<file path="src/smid_pkg.sv">
package smid_pkg;
	// ------------------------------------------------------------
	// frame layout
	// ------------------------------------------------------------
	localparam int FRAME_W = 16;
	localparam int BIT_MODE_HI = 15;
	localparam int BIT_MODE_LO = 14;
	localparam int BIT_PARITY = 13;
	localparam int BIT_CLR = 12;
	localparam int BIT_SEL_HI = 11;
	localparam int BIT_SEL_LO = 10;
	localparam int BIT_TYPE_SEL = 9;
	localparam int BIT_RESET_SEEN = 8;
	localparam int CHANNELS = 4;
	localparam logic [1:0] MON_STATUS = 2'h2;
	localparam logic [1:0] MON_IDENT = 2'h3;
	localparam logic [FRAME_W-1:0] ERR_FRAME = 16'hD000;
	localparam logic [3:0] DEVICE_CODE = 4'h5; // arbitrary value
	localparam logic [5:0] REVISION = 6'h01; // arbitrary value
	// ------------------------------------------------------------
	// apb register map
	// ------------------------------------------------------------
	localparam logic [11:0] ADDR_IRQ_STATUS = 12'h000;
	localparam logic [11:0] ADDR_IRQ_MASK = 12'h004;
	localparam logic [11:0] ADDR_LAST_CMD = 12'h008;
	localparam logic [11:0] ADDR_CUR_STATE = 12'h00C;
	localparam int IRQ_W = 3;
	localparam int IRQ_FRAME = 0;
	localparam int IRQ_PARITY = 1;
	localparam int IRQ_BADCMD = 2;
	typedef enum logic [1:0] {
		SMID_IDLE = 2'h0,
		SMID_SHIFT = 2'h1,
		SMID_DONE = 2'h3
	} smid_state_type;
	// odd parity over a frame holding its parity slot
	function automatic logic smid_odd_ok(input logic [FRAME_W-1:0] f);
		return ^f;
	endfunction
endpackage

</file>
<file path="src/smid_top.sv">
// Operation
// - with status type select 0 the answer holds zeros in D7:D4 and the four channel current flags in D3:D0.
// - the channel current flags are captured when chip select falls.
// - the identity answer echoes the header and carries the device code in D9:D6 and revision in D5:D0.
// - D13 of every frame makes the 16 bits odd parity; commands are checked, answers generated.
// - status type select D9 picks current flags (0) or fire permit flags (1) for D7:D0.
// - D8 of the status answer reads 0 after reset and 1 afterwards, cleared by being read.
//
// The placing of the registers and register access over APB are this design's own decisions.
`timescale 1ns/100ps
`default_nettype none
module smid_top
	import smid_pkg::*;
(
	input wire logic pclk,
	input wire logic presetn,
	input wire logic psel,
	input wire logic penable,
	input wire logic pwrite,
	input wire logic [11:0] paddr,
	input wire logic [31:0] pwdata,
	output logic [31:0] prdata,
	output logic pready,
	output logic pslverr,
	output logic irq,
	input wire logic spi_sck,
	input wire logic spi_cs_n,
	input wire logic spi_mosi,
	output logic spi_miso,
	input wire logic [CHANNELS-1:0] current_threshold,
	input wire logic [1:0] fire_permit
);
	// ------------------------------------------------------------
	// pin synchronisation
	// ------------------------------------------------------------
	// every link and flag pin passes two flops before any logic reads it; the link is
	// slow against pclk, so the two-cycle lag only shifts the frame edges
	localparam int SW = 3 + CHANNELS + 2;
	logic [SW-1:0] pins_s;
	smid_sync #(.W(SW)) u_sync (
		.pclk(pclk),
		.presetn(presetn),
		.d({spi_sck, ~spi_cs_n, spi_mosi, current_threshold, fire_permit}),
		.q(pins_s)
	);
	wire sck_s = pins_s[SW-1];
	// chip select travels inverted, so the synchroniser's cleared state
	// matches the idle pin and no false frame start follows a reset
	wire cs_n_s = ~pins_s[SW-2];
	wire mosi_s = pins_s[SW-3];
	wire [CHANNELS-1:0] cur_s = pins_s[SW-4 -: CHANNELS];
	wire [1:0] fire_s = pins_s[1:0];

	logic sck_q, cs_n_q;
	smid_state_type state_q, state_d;
	logic [FRAME_W-1:0] rx_q, tx_q, last_cmd_q;
	logic [4:0] cnt_q;
	// the answer shift register itself is the frame-start snapshot
	logic reset_seen_n_q; // 0 until a status answer reported the reset
	logic [IRQ_W-1:0] irq_st_q, irq_mask_q;
	logic miso_q;

	// ------------------------------------------------------------
	// edge detection on the sampled link
	// ------------------------------------------------------------
	wire sck_rise = sck_s & ~sck_q;
	wire sck_fall = ~sck_s & sck_q;
	wire cs_fall = ~cs_n_s & cs_n_q;
	wire cs_rise = cs_n_s & ~cs_n_q;
	wire [FRAME_W-1:0] rx_next = {rx_q[FRAME_W-2:0], mosi_s};
	// counting only while shifting keeps a stray sck edge between frames
	// from posting a command
	wire frame_full = (state_q == SMID_SHIFT) & sck_rise
		& (cnt_q == 5'(FRAME_W - 1));

	// ------------------------------------------------------------
	// answer building for the previous command
	// ------------------------------------------------------------
	// every frame shifts out the answer to the last complete frame before it; a rejected
	// command, or none since reset, answers with the error frame, which
	// already holds odd parity
	wire [1:0] cmd_mode = last_cmd_q[BIT_SEL_HI:BIT_SEL_LO];
	wire cmd_head = last_cmd_q[BIT_MODE_HI] & last_cmd_q[BIT_MODE_LO]
		& ~last_cmd_q[BIT_CLR];
	wire cmd_type = last_cmd_q[BIT_TYPE_SEL];
	// flags are taken live: the answer is loaded at the chip select fall,
	// so what lands in tx_q is the value at frame start
	wire [7:0] cur_field = {4'h0, cur_s};
	wire [7:0] fire_field = {6'h00, fire_s};
	wire [7:0] stat_low = cmd_type ? fire_field : cur_field;
	wire [FRAME_W-1:0] stat_raw = {2'h3, 1'b0, 1'b0, MON_STATUS, cmd_type,
		reset_seen_n_q, stat_low};
	wire [FRAME_W-1:0] ident_raw = {2'h3, 1'b0, 1'b0, MON_IDENT,
		DEVICE_CODE, REVISION};
	wire is_stat = cmd_head & (cmd_mode == MON_STATUS);
	wire is_ident = cmd_head & (cmd_mode == MON_IDENT);
	wire [FRAME_W-1:0] raw = is_stat ? stat_raw :
		(is_ident ? ident_raw : ERR_FRAME);
	// parity slot is zero in raw, so the inverted xor of raw gives the fix
	wire [FRAME_W-1:0] answer = raw |
		({{(FRAME_W-1){1'b0}}, ~smid_odd_ok(raw)} << BIT_PARITY);

	// command check once the frame is complete
	wire par_ok = smid_odd_ok(rx_next);
	wire hdr_ok = rx_next[BIT_MODE_HI] & rx_next[BIT_MODE_LO]
		& ~rx_next[BIT_CLR];
	wire id_ok = hdr_ok & (rx_next[BIT_SEL_HI:BIT_SEL_LO] == MON_IDENT)
		& (rx_next[BIT_TYPE_SEL:0] == 10'h000);
	wire st_ok = hdr_ok & (rx_next[BIT_SEL_HI:BIT_SEL_LO] == MON_STATUS)
		& (rx_next[BIT_RESET_SEEN:0] == 9'h000);
	wire cmd_ok = par_ok & (id_ok | st_ok);

	// ------------------------------------------------------------
	// frame state machine
	// ------------------------------------------------------------
	// a frame cut short by chip select returns to idle at once; the
	// command of a cut frame is never posted
	always_comb begin
		state_d = state_q;
		case (state_q)
			SMID_IDLE: if (cs_fall) state_d = SMID_SHIFT;
			SMID_SHIFT: begin
				if (cs_rise) state_d = SMID_IDLE;
				else if (frame_full) state_d = SMID_DONE;
			end
			SMID_DONE: if (cs_rise) state_d = SMID_IDLE;
			default: state_d = SMID_IDLE;
		endcase
	end

	// shifting, snapshot at chip select fall
	always_ff @(posedge pclk or negedge presetn) begin
		if (!presetn) begin
			state_q <= SMID_IDLE;
			sck_q <= 1'b0;
			cs_n_q <= 1'b1;
			rx_q <= '0;
			tx_q <= '0;
			cnt_q <= '0;
			miso_q <= 1'b0;
		end else begin
			state_q <= state_d;
			sck_q <= sck_s;
			cs_n_q <= cs_n_s;
			if (cs_fall) begin
				cnt_q <= '0;
				tx_q <= answer;
				miso_q <= answer[FRAME_W-1];
			end else if (state_q == SMID_SHIFT) begin
				if (sck_rise) begin
					rx_q <= rx_next;
					cnt_q <= cnt_q + 5'h01;
				end
				// next answer bit leaves on the falling sck edge
				if (sck_fall) begin
					tx_q <= {tx_q[FRAME_W-2:0], 1'b0};
					miso_q <= tx_q[FRAME_W-2];
				end
			end
		end
	end

	// answer for a frame is the one loaded at the next frame start
	always_ff @(posedge pclk or negedge presetn) begin
		if (!presetn) begin
			last_cmd_q <= '0;
			reset_seen_n_q <= 1'b0;
		end else begin
			if (frame_full) last_cmd_q <= cmd_ok ? rx_next : '0;
			// reading the flag as zero clears it
			if (cs_fall && is_stat) reset_seen_n_q <= 1'b1;
		end
	end

	// ------------------------------------------------------------
	// apb slave, zero wait states
	// ------------------------------------------------------------
	// pready rises in the access cycle, one cycle after setup, so every
	// transfer is wait-free; unmapped offsets answer with pslverr
	wire acc = psel & penable;
	wire wr = acc & pwrite;
	wire hit_st = paddr == ADDR_IRQ_STATUS;
	wire hit_mk = paddr == ADDR_IRQ_MASK;
	wire hit_lc = paddr == ADDR_LAST_CMD;
	wire hit_cs = paddr == ADDR_CUR_STATE;
	wire mapped = hit_st | hit_mk | hit_lc | hit_cs;
	// a parity failure hides the command check, so one bad frame raises
	// one error bit only
	wire [IRQ_W-1:0] ev;
	assign ev[IRQ_FRAME] = frame_full;
	assign ev[IRQ_PARITY] = frame_full & ~par_ok;
	assign ev[IRQ_BADCMD] = frame_full & par_ok & ~(id_ok | st_ok);
	wire [IRQ_W-1:0] clr = (wr & hit_st) ? pwdata[IRQ_W-1:0] : '0;
	wire [31:0] rd_mux = hit_st ? {29'h0, irq_st_q} :
		hit_mk ? {29'h0, irq_mask_q} :
		hit_lc ? {16'h0000, last_cmd_q} :
		hit_cs ? {25'h0, reset_seen_n_q, fire_s, 4'(cur_s)} : 32'h0;

	// set wins over a write-one clear in the same cycle
	// irq follows the next status value, so it moves at the same edge
	// as the status bits that it reflects
	always_ff @(posedge pclk or negedge presetn) begin
		if (!presetn) begin
			irq_st_q <= '0;
			irq_mask_q <= '0;
			irq <= 1'b0;
			prdata <= '0;
			pready <= 1'b0;
			pslverr <= 1'b0;
		end else begin
			irq_st_q <= (irq_st_q & ~clr) | ev;
			if (wr && hit_mk) irq_mask_q <= pwdata[IRQ_W-1:0];
			irq <= |(((irq_st_q & ~clr) | ev) & irq_mask_q);
			pready <= psel & ~penable;
			pslverr <= psel & ~penable & ~mapped;
			prdata <= (psel & ~penable & ~pwrite) ? rd_mux : 32'h0;
		end
	end

	// miso is a flop output, so it changes only on a pclk edge, well
	// clear of the host's sampling sck edge
	assign spi_miso = miso_q;
endmodule // smid_top
`default_nettype wire

</file>
<file path="src/smid_sync.sv">
`timescale 1ns/100ps
`default_nettype none
// two flop synchroniser for pins
module smid_sync #(
	parameter int W = 1
) (
	input wire logic pclk,
	input wire logic presetn,
	input wire logic [W-1:0] d,
	output logic [W-1:0] q
);
	logic [W-1:0] meta_q;
	// first stage is read by the second only
	always_ff @(posedge pclk or negedge presetn) begin
		if (!presetn) begin
			meta_q <= '0;
			q <= '0;
		end else begin
			meta_q <= d;
			q <= meta_q;
		end
	end
endmodule // smid_sync
`default_nettype wire

</file>
<file path="config.mk">
export PLATFORM = sky130hd
export DESIGN_NAME = smid_top
export DESIGN_NICKNAME = d
export VERILOG_FILES = /design/src/smid_pkg.sv /design/src/smid_top.sv /design/src/smid_sync.sv
export SDC_FILE = /design/constraint.sdc
export NUM_CORES = 1
export LEC_CHECK = 0
export BUFFER_PORTS_ARGS = -buffer_cell sky130_fd_sc_hd__buf_2
export CORE_MARGIN = 3
export CORE_UTILIZATION = 48
export DETAILED_ROUTE_END_ITERATION = 8
export GPL_TIMING_DRIVEN = 0
export HOLD_SLACK_MARGIN = 0.15
export PLACE_DENSITY = 0.75
export SETUP_SLACK_MARGIN = 0.02
export SKIP_CTS_REPAIR_TIMING = 1
export SLEW_MARGIN = 10
export SYNTH_ARGS = -nofsm -noshare
export SYNTH_HDL_FRONTEND = slang
export SYNTH_SLANG_ARGS = --single-unit
export TNS_END_PERCENT = 20
</file>
<file path="constraint.sdc">
create_clock -name pclk -period 2 [get_ports pclk]
set_input_delay 0 -clock pclk [delete_from_list [all_inputs] [get_ports pclk]]
set_output_delay 0 -clock pclk [all_outputs]
set_load 0.05 [all_outputs]
</file>
# Word level (Yosys, flattened, before mapping)
# Cells that the tools add are included.
dict set report totals {
  output_inout_bits 36
  reg_bits 100
  in_bits 58
  word_cells 120
}
dict set report classes {
  n_mux 24
  eq_ne 13
  n_addsub 1
  n_reduce_logical 16
  bitwise 49
}
# op n
set op_table {}
lappend op_table {{$mux W16} 5}
lappend op_table {{$mux W15} 3}
lappend op_table {{$reduce_xor A16 Y1} 2}
lappend op_table {{$and A1 B1 Y1} 26}
lappend op_table {{$mux W13} 2}
lappend op_table {{$eq A12 B4 Y1 const B} 2}
lappend op_table {{$or A16 B14 Y16} 1}
lappend op_table {{$mux W5} 3}
lappend op_table {{$not A1 Y1} 14}
lappend op_table {{$eq A12 B3 Y1 const B} 1}
lappend op_table {{$logic_not A12 Y1} 1}
lappend op_table {{$eq A2 B2 Y1 const B} 5}
lappend op_table {{$logic_not A10 Y1} 1}
lappend op_table {{$logic_not A9 Y1} 1}
lappend op_table {{$mux W2} 4}
lappend op_table {{$mux W7} 1}
lappend op_table {{$and A3 B3 Y3} 2}
lappend op_table {{$pmux W2 S3} 1}
lappend op_table {{$reduce_and A3 Y1} 2}
lappend op_table {{$reduce_bool A2 Y1} 3}
lappend op_table {{$add A5 B1 Y5 const B} 1}
lappend op_table {{$eq A5 B4 Y1 const B} 1}
lappend op_table {{$mux W4} 1}
lappend op_table {{$ne A2 B2 Y1 const B} 2}
lappend op_table {{other kinds (11)} 18}

# Logic depth before layout (Yosys ltp)
# Gate-level depths: netlist of the first run.
dict set report depth {
  ltp_word 10
  depth_mapped 9
  depth_no_buf 7
}

# Cells and area by module
# From an unflattened synthesis of the first run, not the netlist that was laid out.
dict set report hier_totals {
  cells_unflattened 341
  area_unflattened_um2 4242.8
}
# module seq_area_each_um2 area_each_um2 cells_per_inst instances
set modules_own_cells {}
lappend modules_own_cells {smid_top 2053.2 3792.4 323 1}
lappend modules_own_cells {smid_sync 450.4 450.4 18 1}

# Worst setup path before layout of the first run
# No wires, ideal clock.
dict set report synth_timing {
  path_kind {register -> register}
  from {reg rx_q[7]}
  to {reg last_cmd_q[9]}
  setup_ns 0.066
  period_less_slack_ns 2.214
  stages_incl_launch_ff 10
  required_ns 1.934
  t_arrival_ns 2.148
  setup_slack_ns -0.214
  n_path_buf 2
  cell_sequence {dfrtp_1 inv_1 ha_1 xor2_1 xnor3_1 xnor2_1 and3_1 buf_2 buf_2 a22o_1}
}
dict set report synth_between {
  elab_chain_len 5
  word_cells_on_any_way 8
  cone_classes {1 x mux; 4 x bitwise; 3 x reduce/logical}
}
# element line
set synth_lines {}
lappend synth_lines {{start, declared} smid_top.sv:56} ;# logic [FRAME_W-1:0] rx_q, tx_q, last_cmd_q;
lappend synth_lines {{start signal, assigned} smid_top.sv:151} ;# rx_q <= rx_next;
lappend synth_lines {{$logic_not A10 Y1 / $logic_not A9 Y1 (equally long branches)} {smid_top.sv:108, smid_top.sv:110}}
lappend synth_lines {{$and A1 B1 Y1 (on tied branches)} {smid_top.sv:108, smid_top.sv:110}}
lappend synth_lines {{$or A1 B1 Y1} smid_top.sv:111} ;# wire cmd_ok = par_ok & (id_ok | st_ok);
lappend synth_lines {{$and A1 B1 Y1 (*)} smid_top.sv:111}
lappend synth_lines {{$mux W16 (*)} smid_top.sv:169} ;# if (frame_full) last_cmd_q <= cmd_ok ? rx_next : '0;
lappend synth_lines {{end signal, assigned} smid_top.sv:169}
lappend synth_lines {{end, declared} smid_top.sv:56}
# Every way passes the cells marked *; elsewhere a longest branch is shown, timed or not.
# A chain may end at the register's enable or synchronous reset.

# Worst setup path in the final report of the first run
dict set report layout_timing {
  from {reg rx_q[3]}
  to {reg last_cmd_q[6]}
}
# The elaborated chain is that of the path after synthesis.

==> impl_metrics.csv, run 1 <==
group,metric,value,unit
run_status,status,"complete, but fails checks",
run_status,violations,"setup timing",
yosys,synth_fa_ha_area_share,2.97,%
clocking,root_buffer,"clkbuf_8",
floorplanning,rows,33,
clocking,cts.sinks,100,
worst_setup_path,slowest_stage,"xnor3_1",
worst_setup_path,cp-start-kind,"flip-flop",
worst_hold_path,hold_path_class,"primary input to flip-flop",
yosys,synth_area_leader_cell,"dfrtp_1",
floorplanning,fp.coreArea,8380,um2
clocking,cts_htree_levels,3,
placement,dp_hpwl,5670,um
global_route,gr-total-overflow,0,
worst_setup_path,cp.depth,9,
yosys,synthCells,354,
yosys,synth_top_family_by_area,"simple AND/OR/NAND/NOR gates",
clocking,cts_buffers,9,
timing,fin_ws,-0.239,ns
worst_setup_path,r2r_cells,9,
power_and_ir_drop,p_leak,2.53,nW
routing,drc,0,
global_route,grt_max_degree,56,
worst_setup_path,crit_type,"flip-flop to flip-flop",
worst_setup_path,cp_data_arrival_time,2.49,ns
worst_setup_path,path_cells,"inv_2, ha_4, xor2_1, xnor3_1, xnor2_2, and3_1, buf_6, buf_8, a22o_1",
timing,period_minus_slack,2.24,ns
layout,regArea,2500,um2
timing,setup_viol,22,
clocking,clk_pin_slew,0.10,ns
layout,area_growth,23.1,%
worst_setup_path,endpoint,"last_cmd_q[6]$_DFFE_PN0P_",
routing,wl_per_cell,14.8,um
timing,skew,0.0130,ns
worst_setup_path,max_stage_delay,0.47,ns
timing,tightest_slew,0.710,ns
routing,finalWirelength,8340,um
clocking,cts_tree,"done",
layout,layout_commonest_cell,"dfrtp_1",
routing,vias,2871,
routing,drt-pass1-iter-count,4,
timing,relSlewSlack,52.6,%
worst_setup_path,r2r_start,"rx_q[3]$_DFFE_PN0P_",
timing,drv_slew,0,
global_route,grt_pass1_wl,13100,um
yosys,synth-simple-area-share,11.5,%
layout,fin_cells,562,
worst_setup_path,cpLargestDelayFamily,"XOR/XNOR gates",
floorplanning,ios,94,
worst_setup_path,required,2.25,ns
yosys,synth_xor_area_share,3.45,%
timing,timing.hold.ws,0.164,ns
layout,final_cell_mix,"dfrtp_1, buf_2, nand2_1",
timing,hold_violations,0,
job,drv_cap,0,
placement,placed_cells,522,
layout,final_nets,520,
layout,final_layout_size_suffix_gt1_share,23.4,%
worst_setup_path,crit_start,"rx_q[3]$_DFFE_PN0P_",
routing,drt_iter0_markers,122,
clocking,worstSkewPairLatency,0.36,ns
power_and_ir_drop,p_total,0.00446,W
yosys,synth_area_leaders,"dfrtp_1, mux2i_1, a22o_1",
routing,via_per_inst,5.11,
floorplanning,die_h,99.7,um
layout,diodes,0,
worst_setup_path,rr_endpoint,"last_cmd_q[6]$_DFFE_PN0P_",
yosys,synth-compound-area-share,8.77,%
layout,fillers,654,
power_and_ir_drop,ir_drop,0.416,mV
worst_setup_path,cp_max_fo,10,
placement,routabilityCongestion,0.858,
worst_setup_path,reg2reg_slack,-0.24,ns
global_route,grt_use_total,16.7,%
placement,io_buffers,47,
floorplanning,fp.dieArea,9930,um2
global_route,grt_pass1_vias,2762,
yosys,ys_types,42,
clocking,cts_max_path_buffers,2,
worst_setup_path,cp_num_buf_inv,3,
global_route,antenna_found_initial,0,
layout,multi_input_area,1550,um2
routing,postRouteAntennaNets,0,
placement,place_ws,-0.302,ns
yosys,synthesis.area,4210,um2
timing,fmax,447,MHz
yosys,synth_seq_cells,100,
layout,final_util,61.8,%
floorplanning,start_util,50.2,%
yosys,ys_seq_area_share,59.5,%
timing,post-route-period-util,112,%
yosys,synth.avg_cell_area,11.9,um2
yosys,synthMuxAreaShare,7.85,%
power_and_ir_drop,pwr_density_cell,860,nW/um2
floorplanning,die_w,99.7,um
worst_setup_path,worst_setup_path_end_kind,"flip-flop",
yosys,yosysWarnings,0,
yosys,yosysTopAreaCellShare,58.8,%
timing,rsz0062_at_grt,"true",
-- flip-flops by register name (all words and copies together) (netlist names) --
register and flops:
cnt_q 5, cs_n_q 1, irq 1, irq_mask_q 3
irq_st_q 3, last_cmd_q 16, prdata 16, pready 1
pslverr 1, reset_seen_n_q 1, rx_q 15, sck_q 1
spi_miso 1, state_q 2, tx_q 15, u_sync.meta_q 9
u_sync.q 9
-- cells by family after synthesis --
family          after synthesis
flops                       100
simple gates                 93
fa+ha+maj                    10
other cells                   1
xor+xnor                     15
compound gates               56
mux                          32
buf+inv                      47
-- final cells by class --
type	instances	area share [%]
flip-flops and latches	100	48.3
plain buffers	30	3.93
clock buffers	11	2.53
clock inverters	5	1.64
repair buffers	72	9.85
inverters	17	1.23
multi-input cells	222	30.0
well taps	105	2.53
-- metal layers --
layer | GRT usage [%] | up-vias | wire, um
li1 | - | 1375 | -
met1 | 20.6 | 1415 | 3510
met2 | 27.9 | 69 | 4350
met5 | 0 | - | 0
met3 | 5.26 | 12 | 344
met4 | 5.46 | 0 | 136
-- worst reg2reg max path: cells and delay by family, from the launching register on --
family,cells,cell delay [ns]
buffers and inverters,3,0.33
flip-flops,1,0.41
AND/OR/NAND/NOR,1,0.16
adder cells (fa/ha/maj),1,0.26
AO/OA/AOI/OAI,1,0.18
XOR/XNOR,3,0.78
-- report_power, final --
part | leakage [nW] | total, W | switching (W) | internal [W]
clock | 0.104 | 0.00137 | 0.000658 | 0.000713
sequential | 1.30 | 0.00222 | 0.0000845 | 0.00213
combinational | 1.13 | 0.000872 | 0.000446 | 0.000425
total | 2.53 | 0.00446 | 0.00119 | 0.00327
-- cells in the mapped netlist --
master,count
o22ai_1,4
o211ai_1,1
nor4b_4,1
mux2i_1,24
or3_1,1
and2_1,11
nor3_1,1
nand2_1,30
clkbuf_8,1
inv_1,17
nand2b_1,4
a22o_1,15
nand4_1,2
or4_4,2
clkbuf_1,9
dfrtp_1,99
or4_1,2
nand4b_1,1
a211oi_1,2
and3_1,2
buf_1,1
conb_1,1
or3_2,1
ha_1,10
a31oi_1,2
nor4bb_1,2
a21oi_1,7
nor2b_1,2
o21ai_0,20
xnor3_1,1
mux2_2,8
nor2_1,26
buf_4,16
and4b_1,1
xnor2_1,8
nor4_1,2
xor2_1,6
nand3_1,2
a2111oi_0,4
dfstp_2,1
o21bai_1,1
buf_2,3
-- stage by stage --
| stage | instance area, um2 | TNS [ns] |
|---|---|---|
| after floorplan | 4290 | -1.17 |
| after CTS | 4900 | -6.67 |
| after global routing | 5180 | -7.27 |
| after detailed placement | 4680 | -7.79 |
| final | 5180 | -3.51 |
| after global placement | 4650 | -4.88 |
-- worst min-delay path by stage --
stage	from	to	slack (ns)	depth (start not counted)
5_1_grt	paddr[10]	irq_mask_q[1]$_DFFE_PN0P_	0.16	4
3_5_place_dp	presetn	pslverr$_DFF_PN0_	0.04	1
4_1_cts	presetn	rx_q[6]$_DFFE_PN0P_	-0.36	1
2_1_floorplan	presetn	cnt_q[0]$_DFFE_PN0P_	-0.30	0
3_3_place_gp	current_threshold[0]	u_sync.meta_q[2]$_DFF_PN0_	0.11	1
6_report	paddr[10]	prdata[9]$_DFF_PN0_	0.16	4
(Power assumes the default switching activity.)
==> inputs of run 2 (changes only) <==
- CORE_ASPECT_RATIO: default -> 0.6
- SETUP_SLACK_MARGIN: 0.02 -> 0.05
==> run 2 against run 1 <==
The run still ends with setup timing left. Sequential power is essentially flat. Clock power up 23%. Sequential cell count did not move. Power rose by 8.0%. Via count shrank 0.49%. Global-route usage up 0.99 points. Cell area is 1.8% higher. Register-to-register slack got worse by 0.05 ns. Largest cell class unchanged.
==> impl_metrics.csv, run 2 (synthesis results as in run 1) <==
group,metric,value,unit
run_status,status,"complete, but fails checks",
run_status,violations,"setup timing",
worst_setup_path,worst_setup_path_end_kind,"flip-flop",
clocking,cts_max_path_buffers,2,
floorplanning,rows,25,
timing,post-route-period-util,114,%
layout,fillers,610,
layout,fin_cells,565,
global_route,grt_max_degree,68,
global_route,grt_pass1_wl,13600,um
placement,placed_cells,525,
timing,rsz0062_at_grt,"true",
routing,postRouteAntennaNets,0,
power_and_ir_drop,pwr_density_cell,912,nW/um2
clocking,cts_htree_levels,3,
worst_setup_path,cp_data_arrival_time,2.52,ns
placement,place_ws,-0.311,ns
timing,fin_ws,-0.289,ns
routing,finalWirelength,8680,um
worst_setup_path,crit_type,"flip-flop to flip-flop",
global_route,grt_use_total,17.7,%
layout,reg_top3,"last_cmd_q: 16 flops, prdata: 16 flops",
clocking,root_buffer,"clkbuf_16",
clocking,worstSkewPairLatency,0.35,ns
routing,via_per_inst,5.06,
placement,io_buffers,47,
routing,drt_iter0_markers,196,
worst_setup_path,cp_max_fo,6,
timing,drv_slew,0,
routing,drc,0,
global_route,gr-total-overflow,0,
power_and_ir_drop,ir_drop,0.456,mV
clocking,cts.sinks,100,
timing,fmax,437,MHz
global_route,antenna_found_initial,0,
floorplanning,die_h,78.5,um
clocking,clk_pin_slew,0.07,ns
worst_hold_path,hold_path_class,"primary input to flip-flop",
worst_setup_path,cp_num_buf_inv,3,
floorplanning,start_util,51.4,%
floorplanning,fp.coreArea,8200,um2
job,drv_cap,0,
power_and_ir_drop,p_leak,2.58,nW
floorplanning,fp.dieArea,9970,um2
timing,setup_viol,20,
placement,routabilityCongestion,0.833,
timing,hold_violations,0,
global_route,grt_pass1_vias,2767,
placement,dp_hpwl,5900,um
timing,period_minus_slack,2.29,ns
layout,final_layout_size_suffix_gt1_share,24.9,%
floorplanning,ios,94,
worst_setup_path,slowest_stage,"xnor3_1",
timing,skew,0.00556,ns
layout,diodes,0,
worst_setup_path,path_cells,"inv_1, ha_4, xor2_2, xnor3_1, xnor2_2, and3_1, buf_6, clkbuf_16, a22o_1",
layout,final_cell_mix,"dfrtp_1, buf_2, nand2_1",
timing,tightest_slew,0.701,ns
clocking,cts_tree,"done",
worst_setup_path,max_stage_delay,0.45,ns
floorplanning,die_w,127,um
layout,area_growth,25.3,%
worst_setup_path,cpLargestDelayFamily,"XOR/XNOR gates",
routing,drt-pass1-iter-count,4,
timing,relSlewSlack,53.2,%
worst_setup_path,required,2.23,ns
clocking,cts_buffers,9,
routing,vias,2857,
layout,final_nets,520,
layout,layout_commonest_cell,"dfrtp_1",
routing,wl_per_cell,15.4,um
worst_setup_path,cp-start-kind,"flip-flop",
[run 2: changes by cell type in the layout (fill, tap and decap cells not counted), moves of 2 or more]
cell | previous run | this run
dlygate4sd3_1 | 21 | 19
clkbuf_16 | 0 | 10
clkbuf_8 | 10 | 4
bufinv_16 | 2 | 0
buf_4 | 19 | 21
clkbuf_1 | 10 | 6
clkbuf_2 | 1 | 3
[run 2: per-stage QoR]
| stage | utilization (%) | TNS (ns) | hold WS, ns | cell area [um2] | total power [W] |
|---|---|---|---|---|---|
| 2_1_floorplan | - | -1.17 | -0.296 | 4290 | 0.00277 |
| 3_3_place_gp | 56.8 | -6.35 | 0.110 | 4660 | 0.00295 |
| 3_5_place_dp | 57.2 | -6.00 | -0.0277 | 4690 | 0.00298 |
| 4_1_cts | 60.8 | -4.86 | -0.397 | 4990 | 0.00466 |
| 5_1_grt | 64.4 | -6.23 | 0.141 | 5280 | 0.00503 |
| 6_report | 64.4 | -3.98 | 0.105 | 5280 | 0.00481 |
[run 2: worst reg2reg max path: stages, from the launching register on]
cell,delay [ns]
dfrtp_1,0.41
inv_1,0.12
ha_4,0.21
xor2_2,0.14
xnor3_1,0.45
xnor2_2,0.19
and3_1,0.19
buf_6,0.14
clkbuf_16,0.15
a22o_1,0.18
[run 2: layout make-up]
class                      count  area [um2]  share of cell area [%]
buffer                        30         206                    3.91
clock buffer                  12         267                    5.05
clock inverter                 4        32.5                   0.616
inverter                      17        63.8                    1.21
multi-input combinational    222        1560                    29.5
sequential                   100        2500                    47.4
tap                          108         135                    2.56
timing repair buffer          72         510                    9.67
[run 2: worst paths after layout]
check	startpoint	endpoint	slack, ns	cells after the start
max	rx_q[3]$_DFFE_PN0P_	last_cmd_q[9]$_DFFE_PN0P_	-0.29	9
min	penable	prdata[2]$_DFF_PN0_	0.11	5
max reg2reg	rx_q[3]$_DFFE_PN0P_	last_cmd_q[9]$_DFFE_PN0P_	-0.29	9
min reg2reg	u_sync.meta_q[5]$_DFF_PN0_	u_sync.q[5]$_DFF_PN0_	0.35	0
max in group asynchronous	presetn	cs_n_q$_DFF_PN1_	1.16	3
min in group asynchronous	presetn	pslverr$_DFF_PN0_	0.14	2
[run 2: where the power goes]
part           internal, W  switching (W)
combinational     0.000445       0.000465
sequential         0.00213      0.0000901
clock             0.000949       0.000731
total              0.00353        0.00129
[run 2: metal layers]
layer	vias up	track usage, %	part of all wire [%]
met3	11	5.71	6.8
met1	1391	24.7	46
met2	77	26.2	46
li1	1378	-	-
met5	-	0	0
met4	0	5.89	0.98
==> inputs of run 3 (changes only) <==
- ABC_AREA: default -> 1
- CORE_UTILIZATION: 48 -> 49
==> run 3 against run 2 <==
The flow now finishes without violations. Register-to-register slack improved by 0.37 ns. Non-clock buffer count grew 3. Cell count up 26%. Highest routed layer unchanged.
==> impl_metrics.csv, run 3 <==
group,metric,value,unit
layout,final_cell_mix,"nand2_1, dfrtp_1, inv_1",
power_and_ir_drop,ir_drop,0.643,mV
clocking,cts.sinks,100,
yosys,yosysWarnings,0,
power_and_ir_drop,p_leak,2.77,nW
timing,period_minus_slack,1.92,ns
yosys,ys_types,44,
timing,hold_violations,0,
floorplanning,die_w,130,um
routing,vias,3752,
timing,rsz0062_at_grt,"true",
yosys,synthCells,494,
routing,drt_iter0_markers,264,
clocking,cts_max_path_buffers,2,
layout,stdcell_area,5670,um2
global_route,gr-total-overflow,0,
yosys,synth.most_common_cell,"nand2_1",
clocking,cts_tree,"done",
yosys,synth_common_cells,"nand2_1, dfrtp_1, inv_1, o21ai_0",
layout,final_layout_size_suffix_gt1_share,22.2,%
placement,routabilityCongestion,0.870,
timing,relSlewSlack,52.9,%
timing,fmax,522,MHz
worst_setup_path,cp_max_fo,7,
timing,drv_slew,0,
routing,drc,0,
worst_setup_path,crit_top_cell,"nand2_2",
worst_setup_path,cpLargestDelayFamily,"simple AND/OR/NAND/NOR gates",
worst_hold_path,hold_path_class,"primary input to flip-flop",
floorplanning,fp.dieArea,10500,um2
worst_setup_path,crit_type,"flip-flop to flip-flop",
timing,post-route-period-util,95.8,%
yosys,synth_edf_count,0,
worst_setup_path,max_stage_delay,0.43,ns
placement,io_buffers,48,
layout,reg_top3,"last_cmd_q: 16 flops, prdata: 16 flops",
placement,placed_cell_area,5000,um2
layout,diodes,0,
worst_setup_path,reg2reg_slack,0.08,ns
timing,timing.hold.ws,0.139,ns
worst_setup_path,cp_data_arrival_time,2.14,ns
worst_setup_path,cp-start-kind,"flip-flop",
job,drv_cap,0,
placement,dp_hpwl,7460,um
yosys,synth_area_leader_cell,"dfrtp_1",
floorplanning,ios,94,
layout,final_nets,664,
floorplanning,start_util,51.9,%
worst_setup_path,worst_setup_path_end_kind,"flip-flop",
placement,placed_cells,670,
global_route,grt_use_total,20.4,%
yosys,synth_ff_type,"dfrtp_1",
yosys,synth_area_leaders,"dfrtp_1, nand2_1, inv_1",
floorplanning,rows,26,
global_route,grt_max_degree,56,
global_route,grt_pass1_wl,16700,um
floorplanning,die_h,80.6,um
clocking,clk_pin_slew,0.07,ns
clocking,cts_buffers,9,
yosys,yosysTopAreaCellShare,54.6,%
yosys,ys_seq_area_share,55.1,%
routing,drt-pass1-iter-count,6,
run_status,status,"finished clean",
clocking,worstSkewPairLatency,0.34,ns
yosys,synthesis.area,4540,um2
worst_setup_path,path_cells,"inv_2, ha_4, or2_1, nand2_2, inv_1, nand2_2, nand2_2, nand2_2, nand2_4, clkbuf_16, nand4_1, o21ai_1",
power_and_ir_drop,pwr_density_cell,1160,nW/um2
routing,postRouteAntennaNets,0,
yosys,synth_seq_cells,100,
routing,finalWirelength,10400,um
layout,fin_cells,712,
yosys,async_reset_ff_share,100,%
layout,area_growth,24.8,%
global_route,antenna_found_initial,0,
routing,via_per_inst,5.27,
worst_setup_path,required,2.22,ns
timing,tightest_slew,0.707,ns
clocking,cts_htree_levels,3,
routing,wl_per_cell,14.7,um
clocking,root_buffer,"clkbuf_16",
timing,skew,0.00895,ns
floorplanning,fp.coreArea,8750,um2
worst_setup_path,slowest_stage,"dfrtp_1",
worst_setup_path,cp_num_buf_inv,3,
global_route,grt_pass1_vias,3565,
timing,setup_viol,0,
yosys,synth.avg_cell_area,9.19,um2
## run 3: cell types whose count changed in the layout (fill, tap and decap cells not counted), moves of 7 or more
cell / change
and2_1: -11
mux2_2: -7
nand2_1: +69
a22o_1: -14
o21ai_0: +19
inv_1: +51
nand3_1: +24
o221ai_1: +7
nand4_1: +13
mux2i_1: -24
## run 3: tightest hold or removal path: stages
cell and delay, ns:
buf_2 0.10, nand3_1 0.06, inv_1 0.05, nand2_1 0.14
o21ai_0 0.09
## run 3: cell type report
| type | count | area (um2) |
|---|---|---|
| Clock buffer | 11 | 253 |
| Timing Repair Buffer | 76 | 533 |
| Fill cell | 682 | 3080 |
| Clock inverter | 4 | 25.0 |
| Sequential cell | 100 | 2500 |
| Buffer | 29 | 199 |
| Inverter | 70 | 263 |
| Multi-Input combinational cell | 310 | 1750 |
| Tap cell | 112 | 140 |
## run 3: stage by stage
step	setup WS, ns	utilization, %	TNS (ns)	power, W
2_1_floorplan	0.305	-	0	0.00375
3_3_place_gp	-0.0576	56.9	-4.97	0.00406
3_5_place_dp	0.0395	57.1	0	0.00419
4_1_cts	0.0129	60.3	0	0.00581
5_1_grt	-0.00281	64.8	-0.00281	0.00690
6_report	0.0840	64.8	0	0.00657
## run 3: path summary, 6_finish.rpt
path | startpoint | depth (start not counted) | end
min in group asynchronous | presetn | 2 | u_sync.meta_q[7]$_DFF_PN0_
hold reg to reg | u_sync.meta_q[2]$_DFF_PN0_ | 0 | u_sync.q[2]$_DFF_PN0_
hold / removal | psel | 5 | irq_mask_q[0]$_DFFE_PN0P_
setup reg to reg | rx_q[9]$_DFFE_PN0P_ | 12 | last_cmd_q[9]$_DFFE_PN0P_
max in group asynchronous | presetn | 3 | prdata[4]$_DFF_PN0_
setup / recovery | rx_q[9]$_DFFE_PN0P_ | 12 | last_cmd_q[9]$_DFFE_PN0P_
## run 3: kinds of logic (layout without fill, tap and decap cells)
logic type	count (synthesis)	after routing	share of synthesized area, %
DFF	100	100	55.1
xor gates and xnor gates	5	5	0.965
buffers and inverters	99	190	10.2
and+or+nand+nor	201	201	20.4
adders and majority gates	10	10	2.76
other	1	16	0.0826
AOI/OAI and AO/OA	77	77	10.2
muxes	1	1	0.248
## run 3: routing by layer
metal  GRT usage, %  wire [um]  up-vias
li1               -          -     1788
met1           29.1       4830     1805
met2           30.4       4770      143
met3           5.58        726       16
met4           5.71        126        0
met5              0          0        -
## run 3: power by group
group | switching (W) | internal [W] | total, W
logic | 0.00144 | 0.00116 | 0.00260
clock network | 0.000724 | 0.000900 | 0.00162
registers | 0.000142 | 0.00220 | 0.00234
total | 0.00231 | 0.00426 | 0.00657
